==> config.mk <==
export PLATFORM = sky130hd
export DESIGN_NAME = epr_phy_regs
export DESIGN_NICKNAME = d
export VERILOG_FILES = /design/src/core/epr_pkg.sv /design/src/core/epr_mgmt_if.sv /design/src/core/epr_mdio_serial.sv /design/src/core/epr_phy_regs.sv
export SDC_FILE = /design/constraint.sdc
export NUM_CORES = 1
export LEC_CHECK = 0
export BUFFER_PORTS_ARGS = -buffer_cell sky130_fd_sc_hd__buf_4
export CORE_MARGIN = 3
export CORE_UTILIZATION = 41
export CTS_CLUSTER_SIZE = 8
export DETAILED_ROUTE_END_ITERATION = 8
export SYNTH_ARGS = -nofsm -noshare
export SYNTH_HDL_FRONTEND = slang
export SYNTH_SLANG_ARGS = --single-unit
==> constraint.sdc <==
create_clock -name ref_clk -period 3.1 [get_ports ref_clk]
set_input_delay 0.465 -clock ref_clk [delete_from_list [all_inputs] [get_ports ref_clk]]
set_output_delay 0.465 -clock ref_clk [all_outputs]
set_load 0.1 [all_outputs]
==> src/core/epr_pkg.sv <==
package epr_pkg;
    typedef logic [15:0] word16_t;
    typedef logic [31:0] word32_t;
    typedef logic [8:0] csr_addr_t;
    typedef logic [4:0] phy_addr_t;
    typedef logic [3:0] nib_t;
    typedef logic [2:0] slot_t;

    // memory-mapped byte offsets, one aligned word per register
    localparam csr_addr_t OFF_CONTROL = 9'h1C0;
    localparam csr_addr_t OFF_STATE = 9'h1C4;
    localparam csr_addr_t OFF_IDENT_HIGH = 9'h1C8;
    localparam csr_addr_t OFF_IDENT_LOW = 9'h1CC;
    localparam csr_addr_t OFF_ADVERT = 9'h1D0;
    localparam csr_addr_t OFF_PARTNER = 9'h1D4;
    localparam csr_addr_t OFF_EXPANSION = 9'h1D8;
    localparam csr_addr_t OFF_SPECIAL = 9'h1DC;

    // serial register indexes
    localparam phy_addr_t IDX_CONTROL = 5'h00;
    localparam phy_addr_t IDX_STATE = 5'h01;
    localparam phy_addr_t IDX_IDENT_HIGH = 5'h02;
    localparam phy_addr_t IDX_IDENT_LOW = 5'h03;
    localparam phy_addr_t IDX_ADVERT = 5'h04;
    localparam phy_addr_t IDX_PARTNER = 5'h05;
    localparam phy_addr_t IDX_EXPANSION = 5'h06;
    localparam phy_addr_t IDX_SPECIAL = 5'h1F;

    // storage slots behind both views
    localparam slot_t SLOT_CONTROL = 3'h0;
    localparam slot_t SLOT_STATE = 3'h1;
    localparam slot_t SLOT_IDENT_HIGH = 3'h2;
    localparam slot_t SLOT_IDENT_LOW = 3'h3;
    localparam slot_t SLOT_ADVERT = 3'h4;
    localparam slot_t SLOT_PARTNER = 3'h5;
    localparam slot_t SLOT_EXPANSION = 3'h6;
    localparam slot_t SLOT_SPECIAL = 3'h7;

    // control register bit positions, and the status negotiation-complete bit
    localparam int CTL_SOFT_RESET = 15;
    localparam int CTL_LOOP = 14;
    localparam int CTL_SPEED = 13;
    localparam int CTL_NEG_EN = 12;
    localparam int CTL_PWR_DOWN = 11;
    localparam int CTL_ISOLATE = 10;
    localparam int CTL_NEG_RESTART = 9;
    localparam int CTL_DUPLEX = 8;
    localparam int CTL_COL_TEST = 7;
    localparam int STA_NEG_DONE = 5;

    // values after reset
    localparam word16_t CONTROL_RESET = 16'h1000;
    localparam word16_t STATE_BASE = 16'h780D;
    localparam word16_t IDENT_HIGH_RESET = 16'h0000;
    localparam word16_t IDENT_LOW_RESET = 16'h0000;
    localparam word16_t ADVERT_RESET = 16'h01E1;
    localparam word16_t PARTNER_ABILITY = 16'h01E1;
    localparam word16_t EXPANSION_VALUE = 16'h0001;
    localparam word16_t SPECIAL_RESET = 16'h0000;

    // advertisement ability bits
    localparam int ADV_100_FULL = 8;
    localparam int ADV_100_HALF = 7;
    localparam int ADV_10_FULL = 6;

    // serial frame
    localparam logic [5:0] PREAMBLE_ONES = 6'h20;
    localparam logic [1:0] OP_READ = 2'h2;
    localparam logic [1:0] OP_WRITE = 2'h1;
    localparam logic [3:0] HDR_LAST = 4'hC;
    localparam logic [3:0] DATA_LAST = 4'hF;

    // emulated negotiation settling time
    localparam int CLK_PERIOD_NS = 40;
    localparam int NEG_SETTLE_NS = 200;
    localparam int NEG_SETTLE_CYC_I = (NEG_SETTLE_NS + CLK_PERIOD_NS - 1) / CLK_PERIOD_NS;
    localparam logic [7:0] NEG_SETTLE_CYC = NEG_SETTLE_CYC_I[7:0];
endpackage

==> src/core/epr_mgmt_if.sv <==
`timescale 1ns/1ps
interface epr_mgmt_if;
    import epr_pkg::*;
    phy_addr_t index;
    word16_t rdData;
    logic wrStrobe;
    word16_t wrData;
    phy_addr_t strapAddr;
    logic strapValid;

    modport regs (
        input index,
        input wrStrobe,
        input wrData,
        output rdData,
        output strapAddr,
        output strapValid
    );
    modport serial (
        output index,
        output wrStrobe,
        output wrData,
        input rdData,
        input strapAddr,
        input strapValid
    );
endinterface

==> src/core/epr_mdio_serial.sv <==
`timescale 1ns/1ps
module epr_mdio_serial (
    input wire logic ref_clk,
    input wire logic reset_n,
    input wire logic mdc,
    input wire logic mdioIn,
    output logic mdioOut,
    output logic mdioOe,
    epr_mgmt_if.serial bus
);
    import epr_pkg::*;

    typedef enum logic [1:0] {S_PRE, S_HDR, S_TA, S_DAT} epr_frame_t;

    epr_frame_t state;
    logic mdcPrev;
    logic [5:0] ones;
    logic [3:0] cnt;
    logic [11:0] hdr;
    logic isRead;
    phy_addr_t regIdx;
    word16_t shift;
    logic wrPulse;
    word16_t wrWord;

    wire mdcRise = mdc & ~mdcPrev;
    wire [12:0] hdrFull = {hdr, mdioIn};
    wire [1:0] hdrOp = hdrFull[11:10];
    wire hdrStartOk = hdrFull[12];
    wire hdrOpOk = (hdrOp == OP_READ) || (hdrOp == OP_WRITE);
    // anything not at our strapped address is left to other stations
    wire hdrMine = hdrStartOk && hdrOpOk && bus.strapValid && (hdrFull[9:5] == bus.strapAddr); // [RULE_02]

    assign bus.index = regIdx;
    assign bus.wrStrobe = wrPulse;
    assign bus.wrData = wrWord;

    ////////////////////////////////////////////////////////////////////////
    always_ff @(posedge ref_clk) begin
        if (!reset_n) begin
            state <= S_PRE;
            mdcPrev <= 1'b0;
            ones <= 6'h00;
            cnt <= 4'h0;
            hdr <= 12'h000;
            isRead <= 1'b0;
            regIdx <= 5'h00;
            shift <= 16'h0000;
            wrPulse <= 1'b0;
            wrWord <= 16'h0000;
            mdioOut <= 1'b1;
            mdioOe <= 1'b0;
        end else begin
            mdcPrev <= mdc;
            wrPulse <= 1'b0;
            if (mdcRise) begin
                unique case (state)
                    S_PRE: begin
                        if (mdioIn) begin
                            ones <= (ones == PREAMBLE_ONES) ? ones : ones + 6'h01;
                        end else begin
                            if (ones == PREAMBLE_ONES) begin
                                state <= S_HDR;
                            end
                            ones <= 6'h00;
                            cnt <= 4'h0;
                        end
                    end
                    S_HDR: begin
                        hdr <= hdrFull[11:0];
                        cnt <= cnt + 4'h1;
                        if (cnt == HDR_LAST) begin
                            cnt <= 4'h0;
                            isRead <= (hdrOp == OP_READ);
                            regIdx <= hdrFull[4:0];
                            state <= hdrMine ? S_TA : S_PRE; // [RULE_02]
                        end
                    end
                    S_TA: begin
                        cnt <= cnt + 4'h1;
                        if (cnt == 4'h0) begin
                            // on a read, the second turnaround bit is ours to drive low
                            mdioOe <= isRead;
                            mdioOut <= ~isRead;
                        end else begin
                            cnt <= 4'h0;
                            state <= S_DAT;
                            mdioOut <= isRead ? bus.rdData[15] : 1'b1; // [RULE_01] [RULE_03]
                            shift <= {bus.rdData[14:0], 1'b0};
                        end
                    end
                    S_DAT: begin
                        cnt <= cnt + 4'h1;
                        if (isRead) begin
                            mdioOut <= shift[15];
                            shift <= {shift[14:0], 1'b0};
                        end else begin
                            shift <= {shift[14:0], mdioIn};
                        end
                        if (cnt == DATA_LAST) begin
                            state <= S_PRE;
                            mdioOe <= 1'b0;
                            mdioOut <= 1'b1;
                            wrPulse <= ~isRead;
                            wrWord <= {shift[14:0], mdioIn};
                        end
                    end
                endcase
            end
        end
    end
endmodule

==> src/core/epr_phy_regs.sv <==
`timescale 1ns/1ps
// Contract
// (RULE_01) registers reachable memory-mapped and by serial frames
// (RULE_02) serial frames answered only at strapped address
// (RULE_03) serial 16 bits, mapped view zero-padded 32
// (RULE_04) indexes 0-6 and 31 decode fixed registers
// (RULE_05) bit meanings follow standard management register set
// (RULE_06) loader rewrites whole control after reset, reload
// (RULE_07) control bit 15 restores defaults, self-clears
// (RULE_08) bit 14 loops host transmit back to receive
// (RULE_09) bit 13 forces speed when negotiation off
// (RULE_10) bit 12 negotiation enable, default one, overrides forcing
// (RULE_11) bits 11, 10 are storage without effect
// (RULE_12) bit 9 recomputes negotiation results, self-clears
// (RULE_13) bit 8 forces duplex when negotiation off
// (RULE_14) bit 7 raises collision while host transmits
// (RULE_15) manager uses collision test only with loopback
// (RULE_16) bit 6 reads zero; bits 5-0 reserved
// (RULE_17) status always link up, no fault, no jabber
// (RULE_18) negotiation-complete clears on reset, sets shortly after
// (RULE_19) undecoded serial index reads zero, ignores writes
module epr_phy_regs (
    input wire logic ref_clk,
    input wire logic reset_n,
    input wire epr_pkg::phy_addr_t phyAddrStrap,
    input wire epr_pkg::csr_addr_t csrAddr,
    input wire logic csrRead,
    input wire logic csrWrite,
    input wire epr_pkg::word32_t csrWdata,
    output epr_pkg::word32_t csrRdata,
    output logic csrRdValid,
    input wire logic loaderWrite,
    input wire epr_pkg::word16_t loaderData,
    input wire logic mdc,
    input wire logic mdioIn,
    output logic mdioOut,
    output logic mdioOe,
    input wire logic hostTxEn,
    input wire epr_pkg::nib_t hostTxData,
    output logic hostRxDv,
    output epr_pkg::nib_t hostRxData,
    output logic hostCol,
    output logic fabricTxEn,
    output epr_pkg::nib_t fabricTxData,
    input wire logic fabricRxDv,
    input wire epr_pkg::nib_t fabricRxData,
    output logic linkSpeed100,
    output logic linkFullDuplex,
    output logic negotiationDone
);
    import epr_pkg::*;

    epr_mgmt_if mgmt ();

    // maps a serial index onto a storage slot; used by the serial path only, the mapped path goes through addrToSlot
    function automatic logic [3:0] indexToSlot(input phy_addr_t idx);
        logic [3:0] r;
        r = 4'h0;
        unique case (idx)
            IDX_CONTROL: r = {1'b1, SLOT_CONTROL}; // [RULE_04]
            IDX_STATE: r = {1'b1, SLOT_STATE};
            IDX_IDENT_HIGH: r = {1'b1, SLOT_IDENT_HIGH};
            IDX_IDENT_LOW: r = {1'b1, SLOT_IDENT_LOW};
            IDX_ADVERT: r = {1'b1, SLOT_ADVERT};
            IDX_PARTNER: r = {1'b1, SLOT_PARTNER};
            IDX_EXPANSION: r = {1'b1, SLOT_EXPANSION};
            IDX_SPECIAL: r = {1'b1, SLOT_SPECIAL};
            default: r = 4'h0;
        endcase
        return r;
    endfunction

    function automatic logic [3:0] addrToSlot(input csr_addr_t addr);
        logic [3:0] r;
        r = 4'h0;
        if (addr[1:0] == 2'b00 && addr >= OFF_CONTROL && addr <= OFF_SPECIAL) begin
            r = {1'b1, addr[4:2]};
        end
        return r;
    endfunction

    ////////////////////////////////////////////////////////////////////////
    // stored state
    logic strapDone;
    phy_addr_t strapAddr;
    logic loopEn, speedBit, negEn, pwrDummy, isoDummy, duplexBit, colTest;
    word16_t identHigh, identLow, advert, special;
    logic negDone;
    logic [7:0] settleCnt;
    logic negSpeed100, negFull;

    ////////////////////////////////////////////////////////////////////////
    // read view
    wire word16_t controlWord = {1'b0, loopEn, speedBit, negEn, pwrDummy, isoDummy, 1'b0, duplexBit,
                                 colTest, 7'h00}; // [RULE_07] [RULE_12] [RULE_16]
    // fixed abilities: link up, no remote fault, no jabber
    wire word16_t stateWord = STATE_BASE | {10'h000, negDone, 5'h00}; // [RULE_17] [RULE_05]

    word16_t view [0:7];
    assign view[SLOT_CONTROL] = controlWord;
    assign view[SLOT_STATE] = stateWord;
    assign view[SLOT_IDENT_HIGH] = identHigh;
    assign view[SLOT_IDENT_LOW] = identLow;
    assign view[SLOT_ADVERT] = advert;
    assign view[SLOT_PARTNER] = PARTNER_ABILITY;
    assign view[SLOT_EXPANSION] = EXPANSION_VALUE;
    assign view[SLOT_SPECIAL] = special;

    wire [3:0] serSlot = indexToSlot(mgmt.index);
    wire [3:0] csrSlot = addrToSlot(csrAddr);
    assign mgmt.rdData = serSlot[3] ? view[serSlot[2:0]] : 16'h0000; // [RULE_19]
    assign mgmt.strapAddr = strapAddr;
    assign mgmt.strapValid = strapDone;

    ////////////////////////////////////////////////////////////////////////
    // write arbitration: loader, then memory-mapped, then serial
    wire csrWrHit = csrWrite & csrSlot[3];
    wire serWrHit = mgmt.wrStrobe & serSlot[3]; // [RULE_19]
    wire anyWr = loaderWrite | csrWrHit | serWrHit;
    wire slot_t wrSlot = loaderWrite ? SLOT_CONTROL : (csrWrHit ? csrSlot[2:0] : serSlot[2:0]);
    // upper half of a mapped write is dropped, reserved bits read zero
    wire word16_t wrWord = loaderWrite ? loaderData : (csrWrHit ? csrWdata[15:0] : mgmt.wrData); // [RULE_03] [RULE_06]
    wire ctlWr = anyWr && (wrSlot == SLOT_CONTROL);
    wire softReset = ctlWr & wrWord[CTL_SOFT_RESET]; // [RULE_07]
    wire negRestart = ctlWr & wrWord[CTL_NEG_RESTART] & ~softReset; // [RULE_12]

    // emulated negotiation: best mode common to both advertisements
    wire word16_t common = advert & PARTNER_ABILITY;
    wire next_negSpeed100 = common[ADV_100_FULL] | common[ADV_100_HALF];
    wire next_negFull = common[ADV_100_FULL] | (~common[ADV_100_HALF] & common[ADV_10_FULL]);
    wire next_speed = negEn ? negSpeed100 : speedBit; // [RULE_09] [RULE_10]
    wire next_full = negEn ? negFull : duplexBit; // [RULE_13] [RULE_10]

    ////////////////////////////////////////////////////////////////////////
    // strap is captured once reset has been released
    always_ff @(posedge ref_clk) begin
        if (!reset_n) begin
            strapDone <= 1'b0;
            strapAddr <= 5'h00;
        end else if (!strapDone) begin
            strapDone <= 1'b1;
            strapAddr <= phyAddrStrap; // [RULE_02]
        end
    end

    always_ff @(posedge ref_clk) begin
        if (!reset_n || softReset) begin
            loopEn <= CONTROL_RESET[CTL_LOOP]; // [RULE_07]
            speedBit <= CONTROL_RESET[CTL_SPEED];
            negEn <= CONTROL_RESET[CTL_NEG_EN]; // [RULE_10]
            pwrDummy <= CONTROL_RESET[CTL_PWR_DOWN];
            isoDummy <= CONTROL_RESET[CTL_ISOLATE];
            duplexBit <= CONTROL_RESET[CTL_DUPLEX];
            colTest <= CONTROL_RESET[CTL_COL_TEST];
            identHigh <= IDENT_HIGH_RESET;
            identLow <= IDENT_LOW_RESET;
            advert <= ADVERT_RESET;
            special <= SPECIAL_RESET;
        end else if (anyWr) begin
            unique case (wrSlot)
                SLOT_CONTROL: begin
                    loopEn <= wrWord[CTL_LOOP]; // [RULE_06]
                    speedBit <= wrWord[CTL_SPEED];
                    negEn <= wrWord[CTL_NEG_EN];
                    pwrDummy <= wrWord[CTL_PWR_DOWN]; // [RULE_11]
                    isoDummy <= wrWord[CTL_ISOLATE]; // [RULE_11]
                    duplexBit <= wrWord[CTL_DUPLEX];
                    colTest <= wrWord[CTL_COL_TEST];
                end
                SLOT_IDENT_HIGH: identHigh <= wrWord;
                SLOT_IDENT_LOW: identLow <= wrWord;
                SLOT_ADVERT: advert <= wrWord;
                SLOT_SPECIAL: special <= wrWord;
                SLOT_STATE, SLOT_PARTNER, SLOT_EXPANSION: begin
                end
            endcase
        end
    end

    // completion drops on reset or restart and returns after the settle time
    always_ff @(posedge ref_clk) begin
        if (!reset_n || softReset || negRestart) begin
            negDone <= 1'b0; // [RULE_18]
            settleCnt <= 8'h00;
        end else if (!negDone) begin
            settleCnt <= settleCnt + 8'h01;
            if (settleCnt == NEG_SETTLE_CYC - 8'h01) begin
                negDone <= 1'b1; // [RULE_18]
            end
        end
    end

    // results are only refreshed when negotiation finishes
    always_ff @(posedge ref_clk) begin
        if (!reset_n) begin
            negSpeed100 <= 1'b0;
            negFull <= 1'b0;
        end else if (!negDone && settleCnt == NEG_SETTLE_CYC - 8'h01) begin
            negSpeed100 <= next_negSpeed100; // [RULE_12]
            negFull <= next_negFull;
        end
    end

    ////////////////////////////////////////////////////////////////////////
    // host- and fabric-facing outputs
    always_ff @(posedge ref_clk) begin
        if (!reset_n) begin
            csrRdata <= 32'h0000_0000;
            csrRdValid <= 1'b0;
            linkSpeed100 <= 1'b0;
            linkFullDuplex <= 1'b0;
            negotiationDone <= 1'b0;
            hostRxDv <= 1'b0;
            hostRxData <= 4'h0;
            hostCol <= 1'b0;
            fabricTxEn <= 1'b0;
            fabricTxData <= 4'h0;
        end else begin
            csrRdValid <= csrRead;
            if (csrRead) begin
                csrRdata <= {16'h0000, csrSlot[3] ? view[csrSlot[2:0]] : 16'h0000}; // [RULE_01] [RULE_03]
            end
            linkSpeed100 <= next_speed;
            linkFullDuplex <= next_full;
            negotiationDone <= negDone;
            hostRxDv <= loopEn ? hostTxEn : fabricRxDv; // [RULE_08]
            hostRxData <= loopEn ? hostTxData : fabricRxData; // [RULE_08]
            fabricTxEn <= hostTxEn & ~loopEn; // [RULE_08]
            fabricTxData <= loopEn ? 4'h0 : hostTxData;
            // test mode is meant to run with loopback on; not enforced here
            hostCol <= colTest & hostTxEn; // [RULE_14] [RULE_15]
        end
    end

    epr_mdio_serial u_serial (
        .ref_clk(ref_clk),
        .reset_n(reset_n),
        .mdc(mdc),
        .mdioIn(mdioIn),
        .mdioOut(mdioOut),
        .mdioOe(mdioOe),
        .bus(mgmt.serial)
    );
endmodule

======== Word level (Yosys, flattened, before mapping) ========
Memory sizes are Yosys's and may differ from the RTL's. A register that Yosys moved wholly into a read port is not among the register bits.
Index checks and enable logic that the tools add are counted.
word-level totals
  register bits after elaboration ......... 185
  bits in read-only memories .............. 128
  bits of input ports ..................... 79
  output and inout bits ................... 49
  memories kept ........................... 1
memory list
  memory           depth  width  read ports  clocked after memory_dff  write ports  RTL line            text
  (no name shown)  32     4      1           1                         0            epr_phy_regs.sv:59  unique case (idx)
operators by class
  add/sub/neg operators ................... 3
  order comparisons ....................... 4
  eq/ne operators ......................... 22
  mux-type cells .......................... 46
  bitwise logic cells ..................... 21
  reductions and logical operators ........ 33
operators with widths
  operator                                                          count
  16-bit two-way mux                                                9
  16-bit binary-select mux with 3-bit select                        2
  16-bit case mux with 2 select lines                               1
  4-bit two-way mux                                                 5
  4-bit case mux with 4 select lines                                1
  3-bit AND reduction                                               5
  2-bit AND reduction                                               7
  1-bit two-way mux                                                 13
  2-bit two-way mux                                                 6
  6-bit two-way mux                                                 2
  5-bit two-way mux                                                 2
  1-bit bitwise AND                                                 9
  9-bit >= comparator (second input constant)                       1
  9-bit <= comparator (second input constant)                       1
  8-bit by 1-bit adder with 8-bit output (second input constant)    1
  4-bit == test (second input constant)                             2
  8-bit by 3-bit == test with 1-bit output (second input constant)  1
  4-bit >= comparator (second input constant)                       2
  2-bit by 1-bit != test with 1-bit output (second input constant)  4
  3-bit NOT with 4-bit output                                       2
  2-bit case mux with 4 select lines                                1
  4-bit AND reduction                                               2
  1-bit logical AND                                                 7
  6-bit by 1-bit adder with 6-bit output (second input constant)    1
  other kinds (21)                                                  42

======== Longest topological paths before layout ========
  word-level depth ........................ 13
  mapped depth ............................ 9
  depth with buffers taken out ............ 7

======== Hierarchy ========
From an unflattened synthesis, not the netlist that was laid out.
second synthesis, totals
  cell total of the unflattened synthesis .. 1160
  area, all modules ....................... 9748.1 um2
modules (own cells, without submodules)
  module           instances  cells each  area each (um2)  sequential area each (um2)
  epr_phy_regs     1          819         6706.4           2382.3
  epr_mdio_serial  1          341         3041.7           1321.3

======== Worst setup path after synthesis ========
OpenSTA, ideal clock, no wires.
  kind .................................... input-to-reg
  start ................................... input port csrAddr[1]
  end ..................................... register identLow[15]
  arrival ................................. 2.343 ns
  data required time ...................... 2.984 ns
  setup slack ............................. 0.642 ns
  stages on the path ...................... 7
  cells stage by stage .................... or4b_1 -> buf_2 -> or4_4 -> a21oi_4 -> buf_12 -> mux2i_1 -> nor2_2
on the way
  word-level cells in the longest chain between the ends .. 11
  elaborated cells on any way between the ends .. 19
  those cells by class .................... order compare (2); eq/ne (1); mux (5); bitwise (4); reduce/logical (7)
ends and longest elaborated chain
  what                                                             RTL line             text
  start, declared                                                  epr_phy_regs.sv:26   input wire epr_pkg::csr_addr_t csrAddr,
  9-bit >= comparator / 2-bit logical NOT (equally long branches)  epr_phy_regs.sv:76   if (addr[1:0] == 2'b00 && addr >= OFF_CONTROL && addr <= OFF_SPECIAL) begin
  1-bit logical AND                                                epr_phy_regs.sv:76
  1-bit logical AND (*)                                            epr_phy_regs.sv:76
  4-bit two-way mux (*)                                            epr_phy_regs.sv:76
  1-bit bitwise AND                                                epr_phy_regs.sv:117  wire csrWrHit = csrWrite & csrSlot[3];
  3-bit two-way mux (2 in series)                                  epr_phy_regs.sv:120  wire slot_t wrSlot = loaderWrite ? SLOT_CONTROL : (csrWrHit ? csrSlot[2:0] : serSlot[2:0]);
  3-bit logical NOT                                                epr_phy_regs.sv:123  wire ctlWr = anyWr && (wrSlot == SLOT_CONTROL);
  1-bit logical AND                                                epr_phy_regs.sv:123
  1-bit bitwise AND                                                epr_phy_regs.sv:124  wire softReset = ctlWr & wrWord[CTL_SOFT_RESET];
  1-bit logical OR                                                 epr_phy_regs.sv:147  if (!reset_n || softReset) begin
  end signal, assigned                                             epr_phy_regs.sv:171  SLOT_IDENT_LOW: identLow <= wrWord;
  end, declared                                                    epr_phy_regs.sv:87   word16_t identHigh, identLow, advert, special;
Every way passes the cells marked *; elsewhere a longest branch is shown, timed or not.
A chain may end at the register's enable or synchronous reset.

==> reports/summary.md <==
## Outcome
* **result of the run** finished, final reports clean

## Synthesis
* **area share of the largest cell type after synthesis** 0.4174
* **area fraction in compound gates after synthesis** 0.1966
* **leading cell types by total area after synthesis** dfxtp_1 (42%), mux2i_1 (11%), a21oi_1 (5.4%)
* **main combinational cell family by area after synthesis** compound AO/OA/AOI/OAI gates
* **post-synthesis share of cell area spent on full adders, half adders and majority gates** 0.009663
* **Top FF cell, synth** dfxtp_1
* **Mean Syn Cell Area** 8.591 µm²
* **sequential area share after synthesis** 0.4174
* **post-synthesis share of cell area spent on xor and xnor gates** 0.01546
* **gate count of the mapped netlist** 1055
* **Ys Warns** 0
* **asr flop ratio synth** 0
* **multiplexer share of the synthesized area** 0.1253
* **number of storage elements in the synthesis netlist** 189
* **number of distinct library cells after synthesis** 72
* **number of synthesized flops with an enable pin** 0
* **post-synthesis share of cell area spent on and, or, nand and nor gates** 0.1775
* **synthesized area** 9064 µm²
* **library cell occupying the most area in the post-synthesis netlist** dfxtp_1

## Detailed routing
* **via total after detailed routing** 8030
* **Detail Route Antenna Nets** 0
* **wire per inst** 19.05 µm
* **number of design-rule violations left by the first detailed-router iteration** 605
* **Remaining DRCs** 0
* **routed wire length** 26950 µm
* **Via density** 5.675
* **number of detailed-routing iterations run before antenna repair** 5

## Timing
* **Tightest Pin Transition** 0.6918 ns
* **achievable frequency** 424.7 MHz
* **setup ws final** 0.7454 ns
* **Worst Hold Margin** 0.2417 ns
* **endpoints failing hold** 0
* **Final period util** 0.7595
* **worst max-slew margin expressed relative to the limit** 0.5388
* **min cycle time layout** 2.355 ns
* **setup TNS** 0 ns
* **setup repair after global routing missed its margin** false
* **Worst Skew** 0.01293 ns
* **Setup Viol. Count Final** 0
* **max-slew violation count** 0

## Placed design
* **count of placed standard cells including taps** 1383
* **placement-stage worst setup slack** 0.3262 ns
* **gpl congestion** 0.8570
* **placed wire-length estimate** 18860 µm
* **input/output buffers** 95

## Worst setup path
* **critical register-to-register path endpoint** serSlot[1]
* **Worst R2R Setup Slack** 0.75 ns
* **CP Cell Sequence** and4bb_2 > nand3_1 > a221oi_1 > or4b_1 > o41ai_1
* **crit path launch type** register
* **data arrival time of the critical path** 2.67 ns
* **worst setup path end** serSlot[1]
* **largest fanout of any net on the critical path** 15
* **cell with the largest stage delay on the worst path** and4bb_2
* **kind of capture point of the worst setup path** register
* **startpoint-to-endpoint class of the critical path** register to register
* **data required time at the worst endpoint** 3.42 ns
* **Slowest Stage Delay on Critical Path** 0.57 ns
* **count of cells along the worst register-to-register path** 5

## Final layout
* **fillcell total** 2110
* **Nets** 1213
* **count of non-filler cells in the finished layout** 1415
* **layout cells sized above 1** 0.1754
* **area delta synth->final** 17.55%
* **antenna diode count** 0
* **multi-input logic area** 4852 µm²
* **total area of sequential cells** 3784 µm²

## Die
* **initial cell density of the core** 0.4245
* **IO Pins** 128
* **std cell rows** 53
* **chip width** 154.7 µm
* **Die Height** 154.7 µm
* **Core Area** 21350 µm²
* **area enclosed by the die boundary** 23930 µm²

## Global route
* **Remaining Overflow, GRT** 0
* **GR Util All Layers** 0.2217
* **antenna violations before repair** 0
* **vias in the first global route** 7404
* **largest net degree at the start of global routing** 66
* **global-route wire length before repair** 41930 µm

## Power and ir drop
* **power density over the cells** 485.5 nW/µm²
* **LEAKAGE** 4.060 nW
* **Pwr Total** 0.005172 W
* **maximum vdd drop** 0.3151 mV

## Clock network
* **Clock Root Buffer** clkbuf_16
* **hold buffer count at cts** 0
* **clock net sink count** 189
* **clock latency of the later-clocked register in the worst-skew pair** 0.44 ns
* **clock tree from TritonCTS** done
* **maximum level of the CTS H-tree** 4
* **clk buf depth** 2
* **clock transition at the registers of the reported paths** 0.08 ns
* **number of setup buffers added after CTS** 0
* **clock buffer count from CTS** 17
* **count of instances resized after the clock tree is built** 0

## Job
* **max_cap viols** 0

## Worst hold path
* **type of the worst min-delay path** input port to register

-- layout make-up --
cell class / count / share of cell area
Clock inverter: 15 / 0.01585
Inverter: 19 / 0.006694
Tap cell: 275 / 0.03230
Timing Repair Buffer: 131 / 0.09466
Clock buffer: 17 / 0.03993
Sequential cell: 189 / 0.3551
Multi-Input combinational cell: 769 / 0.4554
-- cell families after synthesis --
kind of cell	count (synthesis)
other cells	1
compound gates	281
simple gates	337
fa+ha+maj	7
mux	112
xor+xnor	16
buf+inv	112
flops	189
-- sequential cells by signal, summed over array words and instances (netlist names), 6 cells and up, named ones only --
name	cells
advert	16
csrRdata	16
identHigh	16
identLow	16
special	16
u_serial.bus.wrData	16
u_serial.shift	16
u_serial.hdr	12
settleCnt	8
u_serial.ones	6
-- stage by stage --
stage          cell area [µm²]  utilization
3_3_place_gp             10060       0.4711
3_5_place_dp             10060       0.4711
5_1_grt                  10650       0.4989
6_report                 10650       0.4989
2_1_floorplan             9120            -
4_1_cts                  10650       0.4989
-- synth_stat cells, drive strengths merged, types with 3 or more instances --
library cell / count
o211ai: 5
a221o: 5
a211o: 4
o21ai: 61
a21oi: 100
a211oi: 10
a41oi: 3
o41ai: 3
or4b: 4
a221oi: 14
mux2: 12
nor3: 16
and2: 16
nor2: 128
a31oi: 17
clkbuf: 52
nand4b: 4
xor2: 12
a32oi: 4
a32o: 7
and3: 7
buf: 41
mux2i: 100
ha: 7
a2bb2oi: 5
nand2: 94
inv: 19
o22ai: 14
nor2b: 23
xnor2: 4
a22oi: 9
nor4b: 4
dfxtp: 189
nand4: 3
nand2b: 7
nand3: 16
-- power breakdown --
part	internal, W	leakage [nW]	switching, W
Combinational	0.000149	2.24	0.000370
Clock	0.00109	0.290	0.00109
Sequential	0.00245	1.53	0.0000229
Total	0.00369	4.06	0.00149
-- layer usage --
metal  track usage  wire (µm)
met3       0.04589       1761
met5             0          0
met2        0.3380      12020
met1        0.3130      12390
met4       0.07569        779
-- cell usage in the layout, fill, tap and decap left out, types with 4 or more instances in the layout --
cell type | netlist | final
o22ai_1 | 14 | 14
inv_1 | 18 | 18
nor3_1 | 16 | 16
a2bb2oi_1 | 5 | 5
nand4b_1 | 4 | 4
nand2_1 | 94 | 94
a221oi_1 | 14 | 14
dfxtp_1 | 189 | 189
o211ai_1 | 5 | 5
inv_6 | 0 | 5
ha_1 | 7 | 7
buf_4 | 19 | 129
o21ai_0 | 60 | 60
mux2i_1 | 100 | 100
mux2_2 | 12 | 12
a32oi_1 | 4 | 4
and3_1 | 7 | 7
nor2b_1 | 23 | 23
a31oi_1 | 16 | 16
a22oi_1 | 9 | 9
a21oi_1 | 98 | 98
nand2b_1 | 7 | 7
a211o_1 | 4 | 4
clkinv_8 | 0 | 4
nor2_1 | 117 | 117
xnor2_1 | 4 | 4
a211oi_1 | 10 | 10
clkbuf_16 | 0 | 17
xor2_1 | 12 | 12
nand3_1 | 16 | 16
a32o_1 | 7 | 7
conb_1 | 1 | 16
a221o_1 | 5 | 5
and2_1 | 15 | 15
nor2_2 | 11 | 11
-- worst min-delay path by stage --
stage                                        from                      end  slack [ns]  cells past startpoint
after floorplan            u_serial.bus.wrData[0]   u_serial.bus.wrData[0]        0.43                      2
after detailed placement  u_serial.bus.wrData[13]  u_serial.bus.wrData[13]        0.45                      2
final                               hostTxData[3]          fabricTxData[3]        0.24                      2
after global placement    u_serial.bus.wrData[14]  u_serial.bus.wrData[14]        0.44                      2
after global routing                hostTxData[2]          fabricTxData[2]        0.23                      2
after CTS                           hostTxData[3]          fabricTxData[3]        0.23                      2
-- critical path: cells and delay by family, from the launching register on --
kind               cells  cell delay [ns]
AOI/OAI and AO/OA      2             0.54
DFF                    1             0.44
and+or+nand+nor        3             1.26
Power figures use the tool's default switching activity.
